===== src/rtl/txport_pkg.sv =====
// Shared constants for the transmitter serial port and power control block.
package txport_pkg;
    // Clock rates in MHz; the device input clock is the reference for the documented figures.
    localparam int CLK_MHZ = 250;
    localparam int IN_MHZ = 32;
    // Low-power timeout: 2^18 input clocks, about 8.2 ms.
    localparam int LP_INPUT_CLOCKS = 262144;
    localparam int LP_CYCLES = LP_INPUT_CLOCKS * CLK_MHZ / IN_MHZ;
    localparam int LP_W = 22;
    // Divided clock: input clock over 16, 2 MHz; half period rounded down to whole cycles.
    localparam int CK_DIV = 16;
    localparam int CK_HALF = CLK_MHZ * CK_DIV / (2 * IN_MHZ);
    localparam int CK_W = 6;
    // Command field codes.
    localparam logic [1:0] CMD_READ = 2'h0;
    localparam logic [1:0] CMD_WRITE = 2'h1;
    localparam logic [1:0] CMD_NONE = 2'h2;
    localparam logic [1:0] CMD_TX = 2'h3;
    // Interface select location and codes.
    localparam logic [5:0] INTERFACE_SELECT_FIELD_ADDR = 6'h15;
    localparam logic [1:0] IF_3WIRE = 2'h0;
    localparam logic [1:0] IF_4WIRE = 2'h1;
    localparam logic [1:0] IF_3WIRE_AUX = 2'h2;
    localparam logic [7:0] REG_RESET = 8'h00;
    // Power-amplifier-mode bit within the captured transmit configuration.
    localparam int TXB_BIT = 4;
    typedef enum logic [1:0] {
        ST_SLEEP = 2'b01,
        ST_ACTIVE = 2'b10
    } pwr_t;
    typedef enum logic [4:0] {
        PH_HEAD = 5'b00001,
        PH_WRITE = 5'b00010,
        PH_READ = 5'b00100,
        PH_TX = 5'b01000,
        PH_IDLE = 5'b10000
    } phase_t;
endpackage


===== src/rtl/txport_top.sv =====
// Serial host port, control register space and enable-pin power control of the transmitter.
//
// How it works
// - Enable rising wakes the chip into clock-buffer-active and starts the 2 MHz output.
// - Every enable falling edge clears bit counter, command and address capture.
// - Enable held low for 2^18 input clocks returns the chip to low power.
// - After a transmit command with mode bit set, enable falling latches the data pin, or the aux pin in three-wire aux mode.
// - Incoming serial data is sampled on the serial clock falling edge.
// - Port runs three-wire or four-wire, for register access and transmit commands.
// - A detected failure removes the power amplifier supply.
// - A divided input clock is driven on the divided clock output.
// - Serial output data changes on the serial clock rising edge.
// - Interface select: 00 three-wire, 01 four-wire, 10 three-wire with aux data.
`timescale 1ns/100ps
module txport_top #(
    parameter int LP_CYCLES = txport_pkg::LP_CYCLES
) (
    input wire logic CLOCK_I,
    input wire logic RST_B_I,
    input wire logic EN_I,
    input wire logic SCK_I,
    input wire logic SDIO_I,
    input wire logic AUX_DATA_PIN_I,
    input wire logic FAIL_DETECT_I,
    output logic SDIO_O,
    output logic SDIO_OE_O,
    output logic AUX_DATA_PIN_O,
    output logic AUX_DATA_PIN_OE_O,
    output logic DIVIDED_CLOCK_OUTPUT_O,
    output logic CLOCK_BUFFER_ACTIVE_O,
    output logic POWER_AMPLIFIER_SUPPLY_O,
    output logic TX_DATA_O,
    output logic [5:0] TX_CONFIG_O
);
    // Width of the timeout counter, declared ahead of the logic and checks that size casts with it.
    localparam int LP_W = txport_pkg::LP_W;

    ////////////////////////////////////////////////////////////////////////////
    // Edge detection of the host pins, which are synchronous to our clock.
    logic en_q, sck_q;
    logic en_rise, en_fall, sck_rise, sck_fall, din;
    logic [7:0] regs [64];
    logic [1:0] interface_select_field;

    assign interface_select_field = regs[txport_pkg::INTERFACE_SELECT_FIELD_ADDR][1:0];
    assign en_rise = EN_I & ~en_q;
    assign en_fall = ~EN_I & en_q;
    assign sck_rise = EN_I & SCK_I & ~sck_q;
    assign sck_fall = EN_I & ~SCK_I & sck_q;
    assign din = SDIO_I;

    // Previous pin levels.
    always_ff @(posedge CLOCK_I or negedge RST_B_I)
    begin
        if (!RST_B_I)
        begin
            en_q <= 1'b0;
            sck_q <= 1'b0;
        end
        else
        begin
            en_q <= EN_I;
            sck_q <= SCK_I;
        end
    end

    ////////////////////////////////////////////////////////////////////////////
    // Power state, timeout counter and clock divider.
    txport_pkg::pwr_t st_q, st_d;
    logic [txport_pkg::LP_W-1:0] lp_q, lp_d;
    logic [txport_pkg::CK_W-1:0] ck_cnt_q, ck_cnt_d;
    logic ck_q, ck_d;

    // The divider restarts on wake so the first divided pulse has full width.
    always_comb
    begin
        st_d = st_q;
        lp_d = lp_q;
        ck_cnt_d = ck_cnt_q;
        ck_d = ck_q;
        if (EN_I)
            lp_d = '0;
        else if (st_q == txport_pkg::ST_ACTIVE)
            lp_d = lp_q + 1'b1;
        if (st_q == txport_pkg::ST_SLEEP)
        begin
            ck_cnt_d = '0;
            ck_d = 1'b0;
            if (en_rise)
                st_d = txport_pkg::ST_ACTIVE;
        end
        else
        begin
            if (!EN_I && lp_q == LP_W'(LP_CYCLES - 1))
            begin
                st_d = txport_pkg::ST_SLEEP;
                lp_d = '0;
            end
            if (ck_cnt_q == txport_pkg::CK_W'(txport_pkg::CK_HALF - 1))
            begin
                ck_cnt_d = '0;
                ck_d = ~ck_q;
            end
            else
                ck_cnt_d = ck_cnt_q + 1'b1;
        end
    end

    // Power state registers.
    always_ff @(posedge CLOCK_I or negedge RST_B_I)
    begin
        if (!RST_B_I)
        begin
            st_q <= txport_pkg::ST_SLEEP;
            lp_q <= '0;
            ck_cnt_q <= '0;
            ck_q <= 1'b0;
        end
        else
        begin
            st_q <= st_d;
            lp_q <= lp_d;
            ck_cnt_q <= ck_cnt_d;
            ck_q <= ck_d;
        end
    end

    ////////////////////////////////////////////////////////////////////////////
    // Serial command engine.
    txport_pkg::phase_t ph_q, ph_d;
    logic [2:0] bit_q, bit_d;
    logic [6:0] sh_q, sh_d;
    logic [5:0] addr_q, addr_d;
    logic [7:0] obyte_q, obyte_d, byte_in;
    logic [5:0] cfg_q, cfg_d;
    logic sdo_q, sdo_d, sdo_oe_q, sdo_oe_d, aux_oe_q, aux_oe_d;
    logic txd_q, txd_d, pa_q, pa_d, fail_q, fail_d, we;
    logic [5:0] waddr;

    assign byte_in = {sh_q, din};

    // Bits are sampled on serial clock falls; read data moves on rises only.
    always_comb
    begin
        ph_d = ph_q;
        bit_d = bit_q;
        sh_d = sh_q;
        addr_d = addr_q;
        obyte_d = obyte_q;
        cfg_d = cfg_q;
        sdo_d = sdo_q;
        sdo_oe_d = sdo_oe_q;
        aux_oe_d = aux_oe_q;
        txd_d = txd_q;
        pa_d = pa_q;
        fail_d = fail_q | FAIL_DETECT_I;
        we = 1'b0;
        waddr = addr_q;
        if (en_fall)
        begin
            ph_d = txport_pkg::PH_HEAD;
            bit_d = '0;
            sh_d = '0;
            addr_d = '0;
            sdo_oe_d = 1'b0;
            aux_oe_d = 1'b0;
            if (ph_q == txport_pkg::PH_TX)
            begin
                if (cfg_q[txport_pkg::TXB_BIT])
                    txd_d = (interface_select_field == txport_pkg::IF_3WIRE_AUX) ? AUX_DATA_PIN_I : SDIO_I;
                else
                    pa_d = 1'b0;
            end
        end
        else if (sck_fall)
        begin
            sh_d = byte_in[6:0];
            bit_d = bit_q + 1'b1;
            if (bit_q == 3'h7)
            begin
                addr_d = addr_q + 1'b1;
                case (ph_q)
                    txport_pkg::PH_HEAD:
                    begin
                        addr_d = byte_in[5:0];
                        obyte_d = regs[byte_in[5:0]];
                        case (byte_in[7:6])
                            txport_pkg::CMD_READ:
                            begin
                                // Read data is preloaded here, so the pointer already moves to the next byte.
                                ph_d = txport_pkg::PH_READ;
                                addr_d = byte_in[5:0] + 1'b1;
                            end
                            txport_pkg::CMD_WRITE: ph_d = txport_pkg::PH_WRITE;
                            txport_pkg::CMD_TX:
                            begin
                                ph_d = txport_pkg::PH_TX;
                                cfg_d = byte_in[5:0];
                            end
                            default: ph_d = txport_pkg::PH_IDLE;
                        endcase
                    end
                    txport_pkg::PH_WRITE: we = 1'b1;
                    txport_pkg::PH_READ: obyte_d = regs[addr_q];
                    default: addr_d = addr_q;
                endcase
            end
        end
        else if (sck_rise)
        begin
            if (ph_q == txport_pkg::PH_READ)
            begin
                sdo_d = obyte_q[3'h7 - bit_q];
                sdo_oe_d = (interface_select_field != txport_pkg::IF_4WIRE);
                aux_oe_d = (interface_select_field == txport_pkg::IF_4WIRE);
            end
            if (ph_q == txport_pkg::PH_TX)
                pa_d = 1'b1;
        end
        if (st_q == txport_pkg::ST_SLEEP)
        begin
            fail_d = FAIL_DETECT_I;
            pa_d = 1'b0;
        end
        if (fail_d)
            pa_d = 1'b0;
    end

    // Serial engine registers.
    always_ff @(posedge CLOCK_I or negedge RST_B_I)
    begin
        if (!RST_B_I)
        begin
            ph_q <= txport_pkg::PH_HEAD;
            bit_q <= '0;
            sh_q <= '0;
            addr_q <= '0;
            obyte_q <= '0;
            cfg_q <= '0;
            sdo_q <= 1'b0;
            sdo_oe_q <= 1'b0;
            aux_oe_q <= 1'b0;
            txd_q <= 1'b0;
            pa_q <= 1'b0;
            fail_q <= 1'b0;
        end
        else
        begin
            ph_q <= ph_d;
            bit_q <= bit_d;
            sh_q <= sh_d;
            addr_q <= addr_d;
            obyte_q <= obyte_d;
            cfg_q <= cfg_d;
            sdo_q <= sdo_d;
            sdo_oe_q <= sdo_oe_d;
            aux_oe_q <= aux_oe_d;
            txd_q <= txd_d;
            pa_q <= pa_d;
            fail_q <= fail_d;
        end
    end

    // Control register space; burst writes land one byte per data byte.
    always_ff @(posedge CLOCK_I or negedge RST_B_I)
    begin
        if (!RST_B_I)
        begin
            for (int i = 0; i < 64; i++)
                regs[i] <= txport_pkg::REG_RESET;
        end
        else if (we)
            regs[waddr] <= byte_in;
    end

    assign SDIO_O = sdo_q;
    assign SDIO_OE_O = sdo_oe_q;
    assign AUX_DATA_PIN_O = sdo_q;
    assign AUX_DATA_PIN_OE_O = aux_oe_q;
    assign DIVIDED_CLOCK_OUTPUT_O = ck_q;
    assign CLOCK_BUFFER_ACTIVE_O = st_q[1];
    assign POWER_AMPLIFIER_SUPPLY_O = pa_q;
    assign TX_DATA_O = txd_q;
    assign TX_CONFIG_O = cfg_q;

    ////////////////////////////////////////////////////////////////////////////
    // Checks.
    a_wake_on_en: assert property (@(posedge CLOCK_I) disable iff (!RST_B_I)
        en_rise |=> st_q == txport_pkg::ST_ACTIVE) else $error("no wake on enable rise");
    a_fall_reinit: assert property (@(posedge CLOCK_I) disable iff (!RST_B_I)
        en_fall |=> bit_q == 3'h0 && ph_q == txport_pkg::PH_HEAD) else $error("port not reinitialised");
    a_sleep_timeout: assert property (@(posedge CLOCK_I) disable iff (!RST_B_I)
        st_q == txport_pkg::ST_ACTIVE && !EN_I && lp_q == LP_W'(LP_CYCLES - 1)
        |=> st_q == txport_pkg::ST_SLEEP) else $error("timeout missed");
    a_lp_clear: assert property (@(posedge CLOCK_I) disable iff (!RST_B_I)
        EN_I |=> lp_q == '0) else $error("timeout counter not cleared");
    a_tx_latch: assert property (@(posedge CLOCK_I) disable iff (!RST_B_I)
        en_fall && ph_q == txport_pkg::PH_TX && cfg_q[txport_pkg::TXB_BIT] && interface_select_field != txport_pkg::IF_3WIRE_AUX
        |=> TX_DATA_O == $past(SDIO_I)) else $error("transmit data not latched");
    a_sample_fall: assert property (@(posedge CLOCK_I) disable iff (!RST_B_I)
        sck_fall && !en_fall |=> sh_q[0] == $past(SDIO_I)) else $error("bit not sampled");
    a_out_on_rise: assert property (@(posedge CLOCK_I) disable iff (!RST_B_I)
        !sck_rise |=> $stable(sdo_q)) else $error("output moved off rising edge");
    a_fail_cut: assert property (@(posedge CLOCK_I) disable iff (!RST_B_I)
        FAIL_DETECT_I |=> !POWER_AMPLIFIER_SUPPLY_O ##1 !POWER_AMPLIFIER_SUPPLY_O) else $error("supply not cut");
    a_divided_clock_output_half: assert property (@(posedge CLOCK_I) disable iff (!RST_B_I)
        $rose(ck_q) |-> ##62 (!ck_q || st_q == txport_pkg::ST_SLEEP)) else $error("divided clock period wrong");
    a_four_wire: assert property (@(posedge CLOCK_I) disable iff (!RST_B_I)
        AUX_DATA_PIN_OE_O |-> !SDIO_OE_O && interface_select_field == txport_pkg::IF_4WIRE) else $error("wrong output pin");
endmodule


===== config.mk =====
export PLATFORM = sky130hd
export DESIGN_NAME = txport_top
export DESIGN_NICKNAME = d
export VERILOG_FILES = /design/src/rtl/txport_pkg.sv /design/src/rtl/txport_top.sv
export SDC_FILE = /design/constraint.sdc
export NUM_CORES = 1
export LEC_CHECK = 0
export BUFFER_PORTS_ARGS = -buffer_cell sky130_fd_sc_hd__buf_2
export CAP_MARGIN = 20
export CORE_AREA = 2 2 249 251
export CTS_CLUSTER_DIAMETER = 60
export DETAILED_ROUTE_END_ITERATION = 16
export DIE_AREA = 0 0 251 253
export PLACE_DENSITY = 0.77
export SLEW_MARGIN = 5
export SYNTH_ARGS = -nofsm -noshare
export SYNTH_HDL_FRONTEND = slang
export SYNTH_SLANG_ARGS = --single-unit

===== constraint.sdc =====
create_clock -name CLOCK_I -period 2.5 [get_ports CLOCK_I]
set_input_delay 0.375 -clock CLOCK_I [delete_from_list [all_inputs] [get_ports CLOCK_I]]
set_output_delay 0.375 -clock CLOCK_I [all_outputs]
set_load 0.02 [all_outputs]

# == Word level (Yosys, flattened, before mapping) ==
# Index checks and enable logic that the tools add are counted.
# totals
input_bits,7
wordCells,210
out_inout_bits,14
reg_bits,586
# classes
n_mux,59
reduce_logical,25
n_addsub,6
n_bitwise,16
n_eq_ne,18
order_cmp,4
# op_table
op,n
$bwmux 512,1
$bmux 8 s6,2
$mux 22,4
$demux 8 s6,1
$mux 8,5
$mux 6,6
$mux 1,25
$add 22x1->22 const B,1
$eq 22x21->1 const B,1
$mux 5,4
$add 6x1->6 const B,3
$pmux 8 s2,1
$reduce_bool 2->1,8
$pmux 5 s3,1
$ge 7x7->1 const B,2
$mux 7,2
$not 6->7,2
$pmux 6 s2,1
$reduce_and 3->1,4
$reduce_and 4->1,3
$ne 4x2->1 const B,2
$lt 7x1->1 const B,1
$not 1->1,7
$and 1x1->1,6
25 further kinds,35

# == Depth between registers and ports, before layout ==
# Gate-level depths: netlist of the first run.
# depth
ltp_word,7
ltp_mapped,11
depth_no_buf,7

# == Least setup slack after synthesis of the first run ==
# No wires, ideal clock.
# synth_timing
kind,register to register
startpoint,register addr_q[4]
endpoint,register regs[384] (netlist name)
setup_ns,0.125
stages_incl_launch_ff,8
path_buffers,3
setup_slack_ns,0.361
period_less_slack_ns,2.139
t_arrival_ns,2.014
required_ns,2.375
path_cell_list,dfrtp_1 buf_6 or3b_1 buf_6 or3_4 buf_6 nor2_8 mux2_4
# synth_between
elab_chain_len,6
word_cells_on_any_way,7
classes_between,order compare: 2; mux: 3; bitwise: 1; reduce/logical: 1
# synth_lines
item,line,source
"start, declared",txport_top.sv:133,"logic [5:0] addr_q, addr_d;"
"start signal, assigned",txport_top.sv:252,addr_q <= addr_d;
$not 6->7 (not written as such) (*),txport_top.sv:273,regs[waddr] <= byte_in;
$ge 7x7->1 (not written as such) or $lt 7x1->1 (tied branches),txport_top.sv:273,
$logic_and 1x1->1 (not written as such),txport_top.sv:273,
$mux 8 (not written as such),txport_top.sv:273,
$demux 8 s6 (*),txport_top.sv:273,
$bwmux 512 (*),txport_top.sv:273,
"end signal, assigned by index",txport_top.sv:270,regs[i] <= txport_pkg::REG_RESET;
"end signal, assigned by index",txport_top.sv:273,
"end, declared",txport_top.sv:42,logic [7:0] regs [64];
# Every way passes the cells marked *; elsewhere a longest branch is shown, timed or not.
# A chain may end at the register's enable or synchronous reset.

# == Worst setup path after layout of the first run ==
# layout_timing
startpoint,register addr_q[2]
endpoint,register obyte_q[3]
# layout_between
elab_chain_len,5
# layout_lines
item,line,source
$not 6->7 (not written as such),txport_top.sv:204,txport_pkg::PH_READ: obyte_d = regs[addr_q];
$bmux 8 s6,txport_top.sv:204,
$mux 8 (not written as such) (2 in series),txport_top.sv:204,
$pmux 8 s2,txport_top.sv:182,case (ph_q)
"end signal, assigned",txport_top.sv:253,obyte_q <= obyte_d;
"end, declared",txport_top.sv:134,"logic [7:0] obyte_q, obyte_d, byte_in;"
# Every way passes these cells. The select of a mux whose other input is x is not followed.

==> metrics.cfg, run 1 <==
[status]
status=finished with violations
violations=negative setup slack

[synth]
synth_nets=2574
yosysTopAreaCell=dfrtp_1
netlist_top_cells_area=dfrtp_1, mux2_2, mux4_2, mux2i_1, mux2_1
yosysMostFrequentCell=dfrtp_1
yosys.area_share.adder_pct=0.274
ys_ff_latch=586
synth_compound_area_share_pct=9.18
synth_xor_area_share_pct=0.878
synth-edff-count=0
synthTopCellsByCount=dfrtp_1, mux2_2, mux2i_1
ys.flop_type=dfrtp_1
ys_seq_area_share_pct=46.0
synth_top_area_share_pct=45.8
syn_avg_cell_area_sq_um=12.5
syn_inst=2560
yosys.area_share.simple_pct=7.72
synth_warnings=0
syn_area_sq_um=31900
ys_types=84
async_flop_share_pct=100
synth_top_family_by_area=multiplexers
synth_mux_area_share_pct=32.0

[sta]
timing.setup.tns_ps=-176
worst_slew_pin_slew_ps=659
worst_slack_ps=-68.1
fin_worst_skew_ps=28.5
relSlewSlack_pct=56.1
drv_slew=0
hold_violations=0
rsz0062_at_grt=yes
finalSetupViolCount=6
fmax_mhz=389
fin_crit_sh_pct=103
final.min_clock_period_ps=2570

[placed_design]
placed_area_sq_um=35400
place_congestion=1.01
portBuffers=20
dp_hpwl_mm=77.6

[critical_path]
regToRegStartpoint=addr_q[2]$_DFFE_PN0P_
reg2reg_depth=9
r2r_slack_ps=-70
cp.required_ps=3000
path_class=reg -> reg
critPathCaptureType=flop
cp-start-kind=flop
crit_arrival_ps=3060
r2r_end=obyte_q[3]$_DFFE_PN0P_
cp_max_fo=15

[cells_and_area]
stdcell_area_sq_um=38200
final_util_pct=62.6
drive_gt1_share_pct=38.6
syn_to_final_growth_pct=19.8
fillers=4539
diodes=0
nNetsFinal=2831

[detailed_routing]
routed_wl_mm=113
vias_per_cell=6.80
postRouteAntennaNets=0
drtIter0Drc=3107
post_drt_wl_per_cell_um=30.8
drcViolationCount=0
drtPass1Iterations=6
num_vias=24900

[pwr]
p_comb_share_pct=4.3
leakage_nw=17.1
clkPwrFrac_pct=48.6
internal_power_mw=15.5
p_per_area_nw_per_um2=530
vdd_drop_max_mv=0.475
p_sw_share_pct=23.6
pwr-share-seq_pct=47.0
netSwitchingPower_mw=4.77

[min_path]
holdPathStages=2
hold_path.class=in -> reg
worstHoldStart=EN_I
holdPathEnd=en_q$_DFF_PN0_

[clock_network]
path_clk_slew_ps=60
cts_tree=yes
clock_path_buffers=3
clkSinkCount=586
cts_root_buffer=clkbuf_16
htree_levels=3
clock_latency_ps=630
cts_buffers=67

[global_routing]
grt_use_total_pct=35.5
gr-total-overflow=0
grt_max_degree=110
grt_first_pass_wirelength_mm=167
antenna_found_initial=4
grt_pass1_vias=25400

[floorplan]
die_y_um=253
die_w_um=251
ios=21
core_sq_um=61000
initial_core_util_pct=52.3
row_count=91
die-area_sq_um=63500

[run]
maxCapViolations=0

-- power by group through the flow --
stage | sequential, mW | combinational (mW) | clock (mW)
detailed placement | 9.71 | 0.835 | 0
CTS | 9.52 | 0.872 | 9.92
global placement | 9.71 | 0.811 | 0
global route | 9.52 | 0.943 | 10.3
floorplan | 9.69 | 0.395 | 0
finish | 9.52 | 0.879 | 9.84
-- state kept, by name (all words and copies together), names as in the netlist --
signal / count
AUX_DATA_PIN_O: 1
AUX_DATA_PIN_OE_O: 1
DIVIDED_CLOCK_OUTPUT_O: 1
POWER_AMPLIFIER_SUPPLY_O: 1
SDIO_OE_O: 1
TX_CONFIG_O: 6
TX_DATA_O: 1
addr_q: 6
bit_q: 3
ck_cnt_q: 6
en_q: 1
fail_q: 1
interface_select_field: 2
lp_q: 22
obyte_q: 8
ph_q: 5
regs: 510
sck_q: 1
sh_q: 7
st_q: 2
-- metrics by stage --
stage | hold WS (ps) | total power, mW | setup WS, ps | cells
global placement | 264 | 10.5 | -569 | 3507
finish | 57.9 | 20.2 | -68.1 | 3655
CTS | 32.4 | 20.3 | -24.3 | 3645
global route | 45.7 | 20.8 | -130 | 3655
floorplan | 79.4 | 10.1 | 361 | 2560
detailed placement | 261 | 10.5 | -299 | 3508
-- layer usage --
metal | wire length, um | up-vias | track usage [%] | part of all wire [%]
met3 | 12900 | 419 | 11.5 | 11
met2 | 50200 | 1545 | 53.7 | 45
met1 | 42600 | 12800 | 45.7 | 38
met5 | 27 | - | 0 | 0.024
met4 | 6850 | 4 | 19.2 | 6.1
li1 | - | 10100 | - | -
-- placed cells by master, fill, tap and decap left out, types with 27 or more instances in the layout --
| cell type | n |
|---|---|
| dfrtp_1 | 576 |
| mux2_2 | 322 |
| buf_4 | 292 |
| mux2i_1 | 219 |
| nand2_1 | 192 |
| mux4_2 | 127 |
| o21ai_0 | 123 |
| mux2_1 | 96 |
| nor2_1 | 93 |
| buf_12 | 72 |
| clkbuf_16 | 68 |
| o22ai_1 | 65 |
| a22oi_1 | 32 |
| nand3_1 | 27 |
| mux2_4 | 27 |
-- worst max-delay path: stages (launching register included) --
cell and delay, ps:
dfrtp_4 540, buf_4 170, buf_12 150, buf_4 190
mux4_2 320, mux2i_2 270, buf_4 190, o22ai_1 140
a2111oi_2 350, a211oi_2 110
-- cells by family after synthesis --
kind of cell | Yosys count
XOR/XNOR | 32
buffers and inverters | 231
AO/OA/AOI/OAI | 431
flip-flops | 586
AND/OR/NAND/NOR | 476
adder cells (fa/ha/maj) | 7
multiplexers | 797
-- final cells by class --
cell class	count	area, sq um	share of cell area (%)
clock buffers	88	1810	4.72
clock inverters	29	373	0.976
inverters	13	53.8	0.141
multi-input cells	1743	16300	42.6
flip-flops and latches	586	14700	38.4
well taps	790	988	2.59
repair buffers	406	4010	10.5
-- worst max-delay path by stage --
stage | startpoint | end | slack (ps)
after floorplan | addr_q[4]$_DFFE_PN0P_ | regs[384]$_DFFE_PN0P_ | 360
after global placement | SDIO_I | obyte_q[2]$_DFFE_PN0P_ | -570
after detailed placement | sh_q[1]$_DFFE_PN0P_ | obyte_q[3]$_DFFE_PN0P_ | -300
after CTS | addr_q[1]$_DFFE_PN0P_ | obyte_q[3]$_DFFE_PN0P_ | -20
after global routing | ph_q[3]$_DFFE_PN0P_ | regs[490]$_DFFE_PN0P_ | -130
final | addr_q[2]$_DFFE_PN0P_ | obyte_q[3]$_DFFE_PN0P_ | -70
-- timing repair --
action                                  CTS  global route
setup buffers                            17            11
endpoints found under the hold margin    95             0
gates cloned                              0             1
endpoints found under the setup margin   13           117
gates resized for setup                  26            72
pin swaps                                 1            21
hold buffers                              3             0
Note: power is estimated with default switching activity, not from simulation.
==> run 2, diff against run 1 <==
--- a/config.mk
+++ b/config.mk
@@ -7,11 +7,13 @@
 export LEC_CHECK = 0
 export BUFFER_PORTS_ARGS = -buffer_cell sky130_fd_sc_hd__buf_2
 export CAP_MARGIN = 20
-export CORE_AREA = 2 2 249 251
+export CELL_PAD_IN_SITES_DETAIL_PLACEMENT = 0
+export CELL_PAD_IN_SITES_GLOBAL_PLACEMENT = 1
+export CORE_AREA = 2 2 256 258
 export CTS_CLUSTER_DIAMETER = 60
 export DETAILED_ROUTE_END_ITERATION = 16
-export DIE_AREA = 0 0 251 253
-export PLACE_DENSITY = 0.77
+export DIE_AREA = 0 0 258 260
+export PLACE_DENSITY = 0.85
 export SLEW_MARGIN = 5
 export SYNTH_ARGS = -nofsm -noshare
 export SYNTH_HDL_FRONTEND = slang
==> run 2 against run 1 <==
The run still ends with negative setup slack left. Clock skew decreased by 2.9 ps. Sequential power about the same. Clock power increased by 11%. Fmax increased by 1.3%. Count of clock-buffer cells in the layout increased by 2. Global-route usage decreased by 1.7 points. Highest routed layer unchanged.
==> metrics.cfg, run 2 (synthesis gave the netlist of run 1 again) <==
[detailed_routing]
post_drt_wl_per_cell_um=30.4
postRouteAntennaNets=0
drtPass1Iterations=6
routed_wl_mm=113
num_vias=24500
drcViolationCount=0
vias_per_cell=6.62
drtIter0Drc=2830

[global_routing]
grt_max_degree=78
gr-total-overflow=0
antenna_found_initial=3
grt_first_pass_wirelength_mm=168
grt_use_total_pct=33.8
grt_pass1_vias=24900

[min_path]
hold_path.class=in -> reg

[cells_and_area]
diodes=0
nNetsFinal=2813
drive_gt1_share_pct=37.9
syn_to_final_growth_pct=20.1
largest-register=regs
final_common_cell=dfrtp_1
final_cell_mix=dfrtp_1, mux2_2, buf_4
final_util_pct=59.8
largest_reg_flops=510
reg.largest.list=regs (510), lp_q (22), obyte_q (8)
stdcell_count=3707

[placed_design]
portBuffers=20
dpl.cell_count=3562
dp_hpwl_mm=79.3
place_congestion=1.05

[clock_network]
cts_root_buffer=clkbuf_16
clock_latency_ps=640
htree_levels=3
cts_buffers=69
path_clk_slew_ps=60
clkSinkCount=586
clock_path_buffers=3
cts_tree=yes

[critical_path]
crit_path_cell_trace=buf_4, and2_1, buf_4, a221oi_1, nor2_1, o21ai_1, o2111ai_1, o221a_1
path_buf_inv=2
critPathCaptureType=flop
crit_family=compound AO/OA/AOI/OAI gates
cp_max_fo=8
cp_slowest_stage_delay_ps=540
cp_common_cell=buf_4
cp.required_ps=3020
path_class=reg -> reg
crit_arrival_ps=3060
cp-start-kind=flop
r2r_slack_ps=-40
critPathSlowestCell=dfrtp_4

[floorplan]
die-area_sq_um=67100
initial_core_util_pct=49.8
die_w_um=258
row_count=93
die_y_um=260
ios=21
core_sq_um=64100

[sta]
worst_slew_pin_slew_ps=798
drv_slew=0
fin_crit_sh_pct=101
fin_worst_skew_ps=25.6
fmax_mhz=394
final.min_clock_period_ps=2540
hold_violations=0
rsz0062_at_grt=yes
relSlewSlack_pct=46.6
timing.hold.ws_ps=58.6
worst_slack_ps=-36.2
finalSetupViolCount=2

[status]
status=finished with violations
violations=negative setup slack

[pwr]
leakage_nw=17.1
vdd_drop_max_mv=0.466
p_per_area_nw_per_um2=557
power_mw=21.3

[run]
maxCapViolations=0

run 2: worst paths after layout:
kind	depth (start not counted)	endpoint	from
worst min register to register	1	fail_q$_DFF_PN0_	fail_q$_DFF_PN0_
min in group asynchronous	2	regs[494]$_DFFE_PN0P_	RST_B_I
worst max-delay path	8	obyte_q[7]$_DFFE_PN0P_	addr_q[1]$_DFFE_PN0P_
max in group asynchronous	3	regs[261]$_DFFE_PN0P_	RST_B_I
worst min-delay path	3	TX_DATA_O$_DFFE_PN0P_	AUX_DATA_PIN_I
worst max register to register	8	obyte_q[7]$_DFFE_PN0P_	addr_q[1]$_DFFE_PN0P_
run 2: stage by stage:
stage	TNS [ps]	instance area (sq um)	setup WS, ps
after floorplan	0	31900	361
after global placement	-10820	35400	-320
after detailed placement	-1090	35400	-266
after CTS	-1.67	38000	-1.67
after global routing	-71.7	38300	-29.8
final	-39.9	38300	-36.2
run 2: layout make-up:
| class | count | area, sq um |
|---|---|---|
| fill | 4915 | 25800 |
| clock inverter | 34 | 513 |
| inverter | 13 | 51.3 |
| timing repair buffer | 386 | 3910 |
| clock buffer | 90 | 1950 |
| tap | 855 | 1070 |
| sequential | 586 | 14700 |
| multi-input combinational | 1743 | 16200 |
run 2: layer usage:
metal  share of wire [%]  track usage (%)  vias to the layer above
li1                    -                -                    10100
met1                  39             44.4                    12700
met2                  45             51.3                     1408
met3                  10             9.42                      354
met4                 5.6             17.8                        2
met5              0.0080                0                        -
run 2: worst register-to-register path, cell delays in order, from the launching register on:
cell and delay, ps:
dfrtp_4 540, buf_4 200, and2_1 250, buf_4 250, a221oi_1 380, nor2_1 90, o21ai_1 270, o2111ai_1 190
o221a_1 260
run 2: report_power, final:
part           leakage (nW)  internal [mW]  switching [mW]
sequential             8.13           9.50          0.0361
clock                  1.19           6.59            4.32
combinational          7.81          0.319           0.575
total                  17.1           16.4            4.93
run 2: repair_timing:
action	CTS	global route
buffers inserted	6	12
endpoints found under the setup margin	61	56
pin swaps	2	15
resized for setup	17	46
cloned	0	1
hold buffers	3	0
hold endpoints to repair	43	0
